File: config.mk
export PLATFORM = sky130hd
export DESIGN_NAME = ocg_trip_ctrl
export DESIGN_NICKNAME = d
export VERILOG_FILES = /design/src/common/ocg_pkg.sv /design/src/hdl/ocg_trip_ctrl.sv
export VERILOG_INCLUDE_DIRS = /design/src /design/src/common
export SDC_FILE = /design/constraint.sdc
export NUM_CORES = 1
export LEC_CHECK = 0
export BUFFER_PORTS_ARGS = -buffer_cell sky130_fd_sc_hd__buf_4
export CAP_MARGIN = 10
export CORE_MARGIN = 1.5
export CORE_UTILIZATION = 39
export DETAILED_ROUTE_END_ITERATION = 10
export HOLD_SLACK_MARGIN = 0.03
export PLACE_DENSITY = 0.65
export SLEW_MARGIN = 20
export SYNTH_ARGS = -nofsm -noshare
export SYNTH_HDL_FRONTEND = slang
export SYNTH_SLANG_ARGS = --single-unit
File: constraint.sdc
create_clock -name clock -period 4 [get_ports clock]
set_input_delay 0.6 -clock clock [delete_from_list [all_inputs] [get_ports clock]]
set_output_delay 0.6 -clock clock [all_outputs]
set_load 0.01 [all_outputs]
File: src/common/ocg_cfg.svh
// Offsets, field positions, reset values and timing counts of the over-current trip block
`ifndef OCG_CFG_SVH
`define OCG_CFG_SVH
`define OCG_ADDR_W 4
`define OCG_OFF_MODE 4'h0
`define OCG_OFF_GAINFLT 4'h1
`define OCG_OFF_REF 4'h2
`define OCG_OFF_AMPTRIM 4'h3
`define OCG_OFF_CMPTRIM 4'h4
`define OCG_MODE_LSB 6
`define OCG_TRIP_BIT 7
`define OCG_GAIN_LSB 3
`define OCG_TRIM_MODE_BIT 7
`define OCG_SENSE_BIT 6
`define OCG_RST_MODE 2'h0
`define OCG_RST_GAIN 3'h0
`define OCG_RST_FLT 3'h0
`define OCG_RST_REF 8'h00
`define OCG_RST_TRIM 5'h00
`define OCG_FLT_DIV 4
`define OCG_UNMAPPED_RD 32'h0000_0000
`endif

File: src/common/ocg_pkg.sv
// Types of the over-current trip block
package ocg_pkg;
  typedef enum logic [1:0] {
    OCG_MODE_OFF = 2'b00,
    OCG_MODE_NONINV = 2'b01,
    OCG_MODE_INV = 2'b10,
    OCG_MODE_ZERO = 2'b11
  } ocg_mode_t;
  typedef enum logic [1:0] {
    OCG_BUS_IDLE = 2'b00,
    OCG_BUS_ACK = 2'b01
  } ocg_bus_t;
endpackage : ocg_pkg

File: src/hdl/ocg_trip_ctrl.sv
// Over-current trip control: mode, switches, gain, reference, debounce and trim registers
`include "ocg_cfg.svh"
`timescale 1ns/1ps
`default_nettype none
module ocg_trip_ctrl #(
  parameter int GAIN_W = 3,
  parameter int FLT_W = 3,
  parameter int REF_W = 8,
  parameter int TRIM_W = 5
) (
  input wire logic clock,
  input wire logic resetn,
  input wire logic [`OCG_ADDR_W-1:0] avs_address,
  input wire logic avs_read,
  input wire logic avs_write,
  input wire logic [31:0] avs_writedata,
  input wire logic [3:0] avs_byteenable,
  output logic [31:0] avs_readdata,
  output logic avs_waitrequest,
  input wire logic cmp_raw,
  input wire logic amp_sense_raw,
  output ocg_pkg::ocg_mode_t trip_mode_sel,
  output logic [3:0] switch_close,
  output logic analog_enable,
  output logic [GAIN_W-1:0] amp_gain_sel,
  output logic gain_invert,
  output logic unity_buffer,
  output logic [REF_W-1:0] dac_level,
  output logic amp_trim_mode,
  output logic [TRIM_W-1:0] amp_trim_code,
  output logic cmp_trim_mode,
  output logic [TRIM_W-1:0] cmp_trim_code,
  output logic filtered_trip_out,
  output logic pwm_shutdown,
  output logic trip_event
);
  import ocg_pkg::*;

  localparam int CNT_W = 8;

  // Decoded debounce length in filter-clock periods
  function automatic logic [CNT_W-1:0] flt_len(input logic [FLT_W-1:0] code);
    flt_len = CNT_W'(1) << code;
  endfunction : flt_len

  // Switch closures S3..S0 for a mode and gain
  function automatic logic [3:0] sw_map(input ocg_mode_t m, input logic [GAIN_W-1:0] g);
    case (m)
      OCG_MODE_NONINV: sw_map = (g == '0) ? 4'b0001 : 4'b1001;
      OCG_MODE_INV: sw_map = 4'b0110;
      OCG_MODE_ZERO: sw_map = 4'b1010;
      default: sw_map = 4'b1010;
    endcase
  endfunction : sw_map

  // Register file state
  ocg_mode_t mode_ff, nxt_mode;
  logic [GAIN_W-1:0] gain_ff, nxt_gain;
  logic [FLT_W-1:0] flt_ff, nxt_flt;
  logic [REF_W-1:0] ref_ff, nxt_ref;
  logic atm_ff, nxt_atm, ctm_ff, nxt_ctm;
  logic [TRIM_W-1:0] atc_ff, nxt_atc, ctc_ff, nxt_ctc;
  logic [31:0] rdata_ff, nxt_rdata;
  ocg_bus_t bus_ff, nxt_bus;
  logic wr_lane0;

  // Pin synchronisers
  logic [1:0] cmp_sync_ff, amp_sync_ff;
  // Filter state
  logic [1:0] div_ff, nxt_div;
  logic [CNT_W-1:0] cnt_ff, nxt_cnt;
  logic trip_ff, nxt_trip, ev_ff, nxt_ev;
  logic cmp_gated, tick;

  always_ff @(posedge clock or negedge resetn) begin
    if (!resetn) begin
      cmp_sync_ff <= 2'b00;
      amp_sync_ff <= 2'b00;
    end else begin
      cmp_sync_ff <= {cmp_sync_ff[0], cmp_raw};
      amp_sync_ff <= {amp_sync_ff[0], amp_sense_raw};
    end
  end

  // One-cycle wait state: every access answers on its second edge;
  // a write lands only at the edge where waitrequest is seen low
  assign wr_lane0 = avs_write && avs_byteenable[0] && (bus_ff == OCG_BUS_ACK);

  always_comb begin
    nxt_mode = mode_ff;
    nxt_gain = gain_ff;
    nxt_flt = flt_ff;
    nxt_ref = ref_ff;
    nxt_atm = atm_ff;
    nxt_ctm = ctm_ff;
    nxt_atc = atc_ff;
    nxt_ctc = ctc_ff;
    nxt_rdata = rdata_ff;
    nxt_bus = OCG_BUS_IDLE;
    if ((avs_read || avs_write) && bus_ff == OCG_BUS_IDLE) begin
      nxt_bus = OCG_BUS_ACK;
    end
    if (wr_lane0) begin
      case (avs_address)
        `OCG_OFF_MODE: nxt_mode = ocg_mode_t'(avs_writedata[`OCG_MODE_LSB +: 2]);
        `OCG_OFF_GAINFLT: begin
          // Bit 7 is status only, a write leaves it alone
          nxt_gain = avs_writedata[`OCG_GAIN_LSB +: GAIN_W];
          nxt_flt = avs_writedata[FLT_W-1:0];
        end
        `OCG_OFF_REF: nxt_ref = avs_writedata[REF_W-1:0];
        `OCG_OFF_AMPTRIM: begin
          nxt_atm = avs_writedata[`OCG_TRIM_MODE_BIT];
          nxt_atc = avs_writedata[TRIM_W-1:0];
          // Setting one trim mode drops the other, never both at once
          if (avs_writedata[`OCG_TRIM_MODE_BIT]) begin
            nxt_ctm = 1'b0;
          end
        end
        `OCG_OFF_CMPTRIM: begin
          nxt_ctm = avs_writedata[`OCG_TRIM_MODE_BIT];
          nxt_ctc = avs_writedata[TRIM_W-1:0];
          if (avs_writedata[`OCG_TRIM_MODE_BIT]) begin
            nxt_atm = 1'b0;
          end
        end
        default: nxt_mode = mode_ff;
      endcase
    end
    if (avs_read && bus_ff == OCG_BUS_IDLE) begin
      case (avs_address)
        `OCG_OFF_MODE: nxt_rdata = {24'h00_0000, mode_ff, 6'h00};
        `OCG_OFF_GAINFLT: nxt_rdata = {24'h00_0000, trip_ff, 1'b0, gain_ff, flt_ff};
        `OCG_OFF_REF: nxt_rdata = {24'h00_0000, ref_ff};
        `OCG_OFF_AMPTRIM: nxt_rdata = {24'h00_0000, atm_ff, amp_sync_ff[1] & atm_ff, 1'b0, atc_ff};
        `OCG_OFF_CMPTRIM: nxt_rdata = {24'h00_0000, ctm_ff, cmp_sync_ff[1] & ctm_ff, 1'b0, ctc_ff};
        default: nxt_rdata = `OCG_UNMAPPED_RD;
      endcase
    end
  end

  always_ff @(posedge clock or negedge resetn) begin
    if (!resetn) begin
      mode_ff <= OCG_MODE_OFF;
      gain_ff <= `OCG_RST_GAIN;
      flt_ff <= `OCG_RST_FLT;
      ref_ff <= `OCG_RST_REF;
      atm_ff <= 1'b0;
      ctm_ff <= 1'b0;
      atc_ff <= `OCG_RST_TRIM;
      ctc_ff <= `OCG_RST_TRIM;
      rdata_ff <= 32'h0000_0000;
      bus_ff <= OCG_BUS_IDLE;
    end else begin
      mode_ff <= nxt_mode;
      gain_ff <= nxt_gain;
      flt_ff <= nxt_flt;
      ref_ff <= nxt_ref;
      atm_ff <= nxt_atm;
      ctm_ff <= nxt_ctm;
      atc_ff <= nxt_atc;
      ctc_ff <= nxt_ctc;
      rdata_ff <= nxt_rdata;
      bus_ff <= nxt_bus;
    end
  end

  // Comparator held low while the function is off
  assign cmp_gated = (mode_ff != OCG_MODE_OFF) && cmp_sync_ff[1];
  assign tick = (div_ff == 2'(`OCG_FLT_DIV - 1));

  always_comb begin
    nxt_div = div_ff + 2'd1;
    nxt_cnt = cnt_ff;
    nxt_trip = trip_ff;
    if (mode_ff == OCG_MODE_OFF) begin
      // Filter powered down
      nxt_div = 2'd0;
      nxt_cnt = '0;
      nxt_trip = 1'b0;
    end else if (flt_ff == '0) begin
      nxt_cnt = '0;
      nxt_trip = cmp_gated;
    end else if (cmp_gated == trip_ff) begin
      // Any bounce back restarts the count
      nxt_cnt = '0;
    end else if (tick) begin
      if (cnt_ff + CNT_W'(1) >= flt_len(flt_ff)) begin
        nxt_trip = cmp_gated;
        nxt_cnt = '0;
      end else begin
        nxt_cnt = cnt_ff + CNT_W'(1);
      end
    end
    nxt_ev = nxt_trip && !trip_ff;
  end

  always_ff @(posedge clock or negedge resetn) begin
    if (!resetn) begin
      div_ff <= 2'd0;
      cnt_ff <= '0;
      trip_ff <= 1'b0;
      ev_ff <= 1'b0;
    end else begin
      div_ff <= nxt_div;
      cnt_ff <= nxt_cnt;
      trip_ff <= nxt_trip;
      ev_ff <= nxt_ev;
    end
  end

  // Outputs straight from flip-flops except avs_waitrequest (bus_ff compare); decode is registered once more
  logic [3:0] sw_ff;
  logic en_ff, inv_ff, unity_ff;
  always_ff @(posedge clock or negedge resetn) begin
    if (!resetn) begin
      sw_ff <= 4'b1010;
      en_ff <= 1'b0;
      inv_ff <= 1'b0;
      unity_ff <= 1'b0;
    end else begin
      sw_ff <= sw_map(mode_ff, gain_ff);
      en_ff <= (mode_ff != OCG_MODE_OFF);
      inv_ff <= (mode_ff == OCG_MODE_INV);
      unity_ff <= (mode_ff == OCG_MODE_NONINV) && (gain_ff == '0);
    end
  end

  assign trip_mode_sel = mode_ff;
  assign switch_close = sw_ff;
  assign analog_enable = en_ff;
  assign amp_gain_sel = gain_ff;
  assign gain_invert = inv_ff;
  assign unity_buffer = unity_ff;
  assign dac_level = ref_ff;
  assign amp_trim_mode = atm_ff;
  assign amp_trim_code = atc_ff;
  assign cmp_trim_mode = ctm_ff;
  assign cmp_trim_code = ctc_ff;
  assign filtered_trip_out = trip_ff;
  assign pwm_shutdown = trip_ff;
  assign trip_event = ev_ff;
  assign avs_readdata = rdata_ff;
  assign avs_waitrequest = (bus_ff == OCG_BUS_IDLE);
endmodule : ocg_trip_ctrl
`default_nettype wire

==> metrics.txt <==
status complete, no violations; CP Capture Type flip-flop; TritonCTS clock tree built; hold crit path type input pin to asynchronous set/reset pin; final worst path period need 2.52 ns; Setup Viol. Count Final 0; fraction of the mapped netlist area in adder cells 0.0394; root buffer cell clkbuf_8; Synth area leader dfrtp_1; RSZ-0062 raised after global routing no; layout cells sized above 1 0.377; Synth cell types 52; Vias 2224; number of gates resized after cts 0; async set-reset flop share out of synthesis 1.00; 1st-pass router iterations 4; core area 0.00781 sq mm; Slew headroom 0.506; Initial Utilization 0.407; Critical Path AT 2.74 ns; crit-path max FO 6; CP delay by family, top simple AND/OR/NAND/NOR gates; critical path, cell by cell ha_1 -> nand3_1 -> nor2_1 -> xor2_1 -> ha_1 -> nand2_1 -> o21a_1 -> o31a_4 -> o21ai_2 -> and4b_1; layout net count 396; register area share after synthesis 0.466; RR Endpoint trip_event; max-cap violations 0; Synth top area share 0.449; clk buf depth 2; Ys Warns 0; drt initial violations 57; largest net degree at the start of global routing 60; Synth area leaders dfrtp_1 45%, mux2_2 10%, buf_4 6.1%; CTS buffer count 9; # rows 32; Post-Syn Instances 280; die span in x 93.3 um; CP startpoint kind flip-flop; end of the critical path trip_event; period utilization 0.630; Final Max Tran Viols 0; die area 0.00870 sq mm; Final Hold Vio Count 0; first-pass GRT wire length between 10000 and 15000 um; Post-synth top cells 57 x dfrtp_1, 29 x mux2_2, 26 x buf_4; Post-Syn Area 0.00318 sq mm; Worst-Margin Slew around 0.74 ns; pwr/cell area 402 mW/mm^2; cts hold-fix bufs 0; postcts setup bufs 0; Setup CP Type flip-flop to flip-flop; Max IR drop VDD between 200 and 250 uV; Crit path buffers/inverters 0; Largest stage delay, worst path between 0.4 and 0.5 ns; # IOs 114; DRC Markers 0; Worst-path clk slew 0.07 ns; DP HPWL 4800 um; fin worst setup slack 1.48 ns; Post-synth EDFFs 0; P&R area growth vs syn 18.2%; setup TNS 0 ns; R2R cell count 10; IO buf count 62; clock skew 0.00541 ns; Compound-Gate Fraction of Synth Area 0.100; crit-path most repeated cell ha_1; Yosys reg bits 59; Crit path required time about 4.2 ns; Reg2Reg Setup Slack 1.48 ns; grt ovf 0; Final ANT Viol Nets 0; # diodes 0; post-DR vias/cell 4.98; Fmax 397 MHz; post-synthesis mux area share 0.126; Static Leak 0.00182 uW; Post-Synth Simple-Gate Area 0.154; H-tree levels 3; Top FF cell, synth dfrtp_1; top-count cell post-synth dfrtp_1; CP max-delay cell dfrtp_1; routability cong. about 0.78; Stages on worst setup path 10; die extent in y 93.3 um; Worst-Skew Late Latency 0.33 ns; WL final 6690 um; syn avg cell area 11.3 sq um; via count of the first global-routing pass 2199; drt wl/cell 15.0 um; xor-xnor portion of the synthesized cell area 0.0193; GRT Resource Usage Total 0.164; clk sinks 59; reg2reg start cnt_ff[0]; Place WS approximately 1.5 ns; initial antenna violation count 0; Worst setup startpoint cnt_ff[0]; main combinational cell family by area after synthesis simple AND/OR/NAND/NOR gates
==> placed cells by master, fill, tap and decap left out, types with 9 or more instances in the layout <==
master and instances:
conb_1 24, buf_4 62, nor2_1 13, a21oi_1 10, ha_1 10, nand2_1 25
clkbuf_8 9, mux2_2 29, dfrtp_1 57
==> registers in the layout, summed over array words and instances (netlist names) <==
register	flops
unity_buffer	1
cmp_trim_code	5
amp_trim_mode	1
trip_mode_sel	2
trip_event	1
cnt_ff	8
flt_ff	3
dac_level	8
switch_close	3
div_ff	2
cmp_trim_mode	1
avs_readdata	8
amp_sync_ff	2
filtered_trip_out	1
amp_trim_code	5
analog_enable	1
cmp_sync_ff	2
bus_ff	1
amp_gain_sel	3
gain_invert	1
==> worst min-delay path by stage <==
stage	end	slack [ns]
CTS	cnt_ff[2]	0.36
detailed placement	amp_sync_ff[1]	0.34
finish	cmp_trim_code[2]	0.32
global route	cmp_sync_ff[0]	0.36
floorplan	amp_gain_sel[0]	0.30
global placement	amp_sync_ff[1]	0.33
==> kinds of logic after synthesis <==
family	Yosys count
simple gates	82
other cells	1
fa+ha+maj	10
xor+xnor	7
mux	34
buf+inv	44
compound gates	43
flops	59
==> report_power, final <==
| group | total (uW) | switching (uW) | internal (uW) |
|---|---|---|---|
| Clock | 464 | 243 | 222 |
| Combinational | 324 | 158 | 166 |
| Sequential | 719 | 56.7 | 662 |
==> cell type report <==
class,count,area (sq um)
clock buffers,9,124
clock inverters,7,45.0
fillers,744,4050
well taps,102,128
inverters,8,30.0
multi-input cells,200,1480
repair buffers,62,465
flip-flops and latches,59,1480
==> per-stage QoR <==
step | hold WS, ns | instance area [sq um] | std cells | total power (uW) | utilization
floorplan | 0.304 | 3260 | 303 | 925 | -
global placement | 0.333 | 3580 | 431 | 1050 | 0.459
detailed placement | 0.343 | 3580 | 431 | 1060 | 0.459
CTS | 0.356 | 3750 | 447 | 1520 | 0.481
global route | 0.357 | 3750 | 447 | 1590 | 0.481
finish | 0.323 | 3750 | 447 | 1510 | 0.481
==> layer usage <==
metal,vias to the layer above,global-route usage,routed length (um)
met5,-,0,0
met1,1102,0.214,3000
met4,0,0.0568,110
met2,65,0.274,3350
li1,1050,-,-
met3,7,0.0301,230
Note: power is estimated with default switching activity, not from simulation.
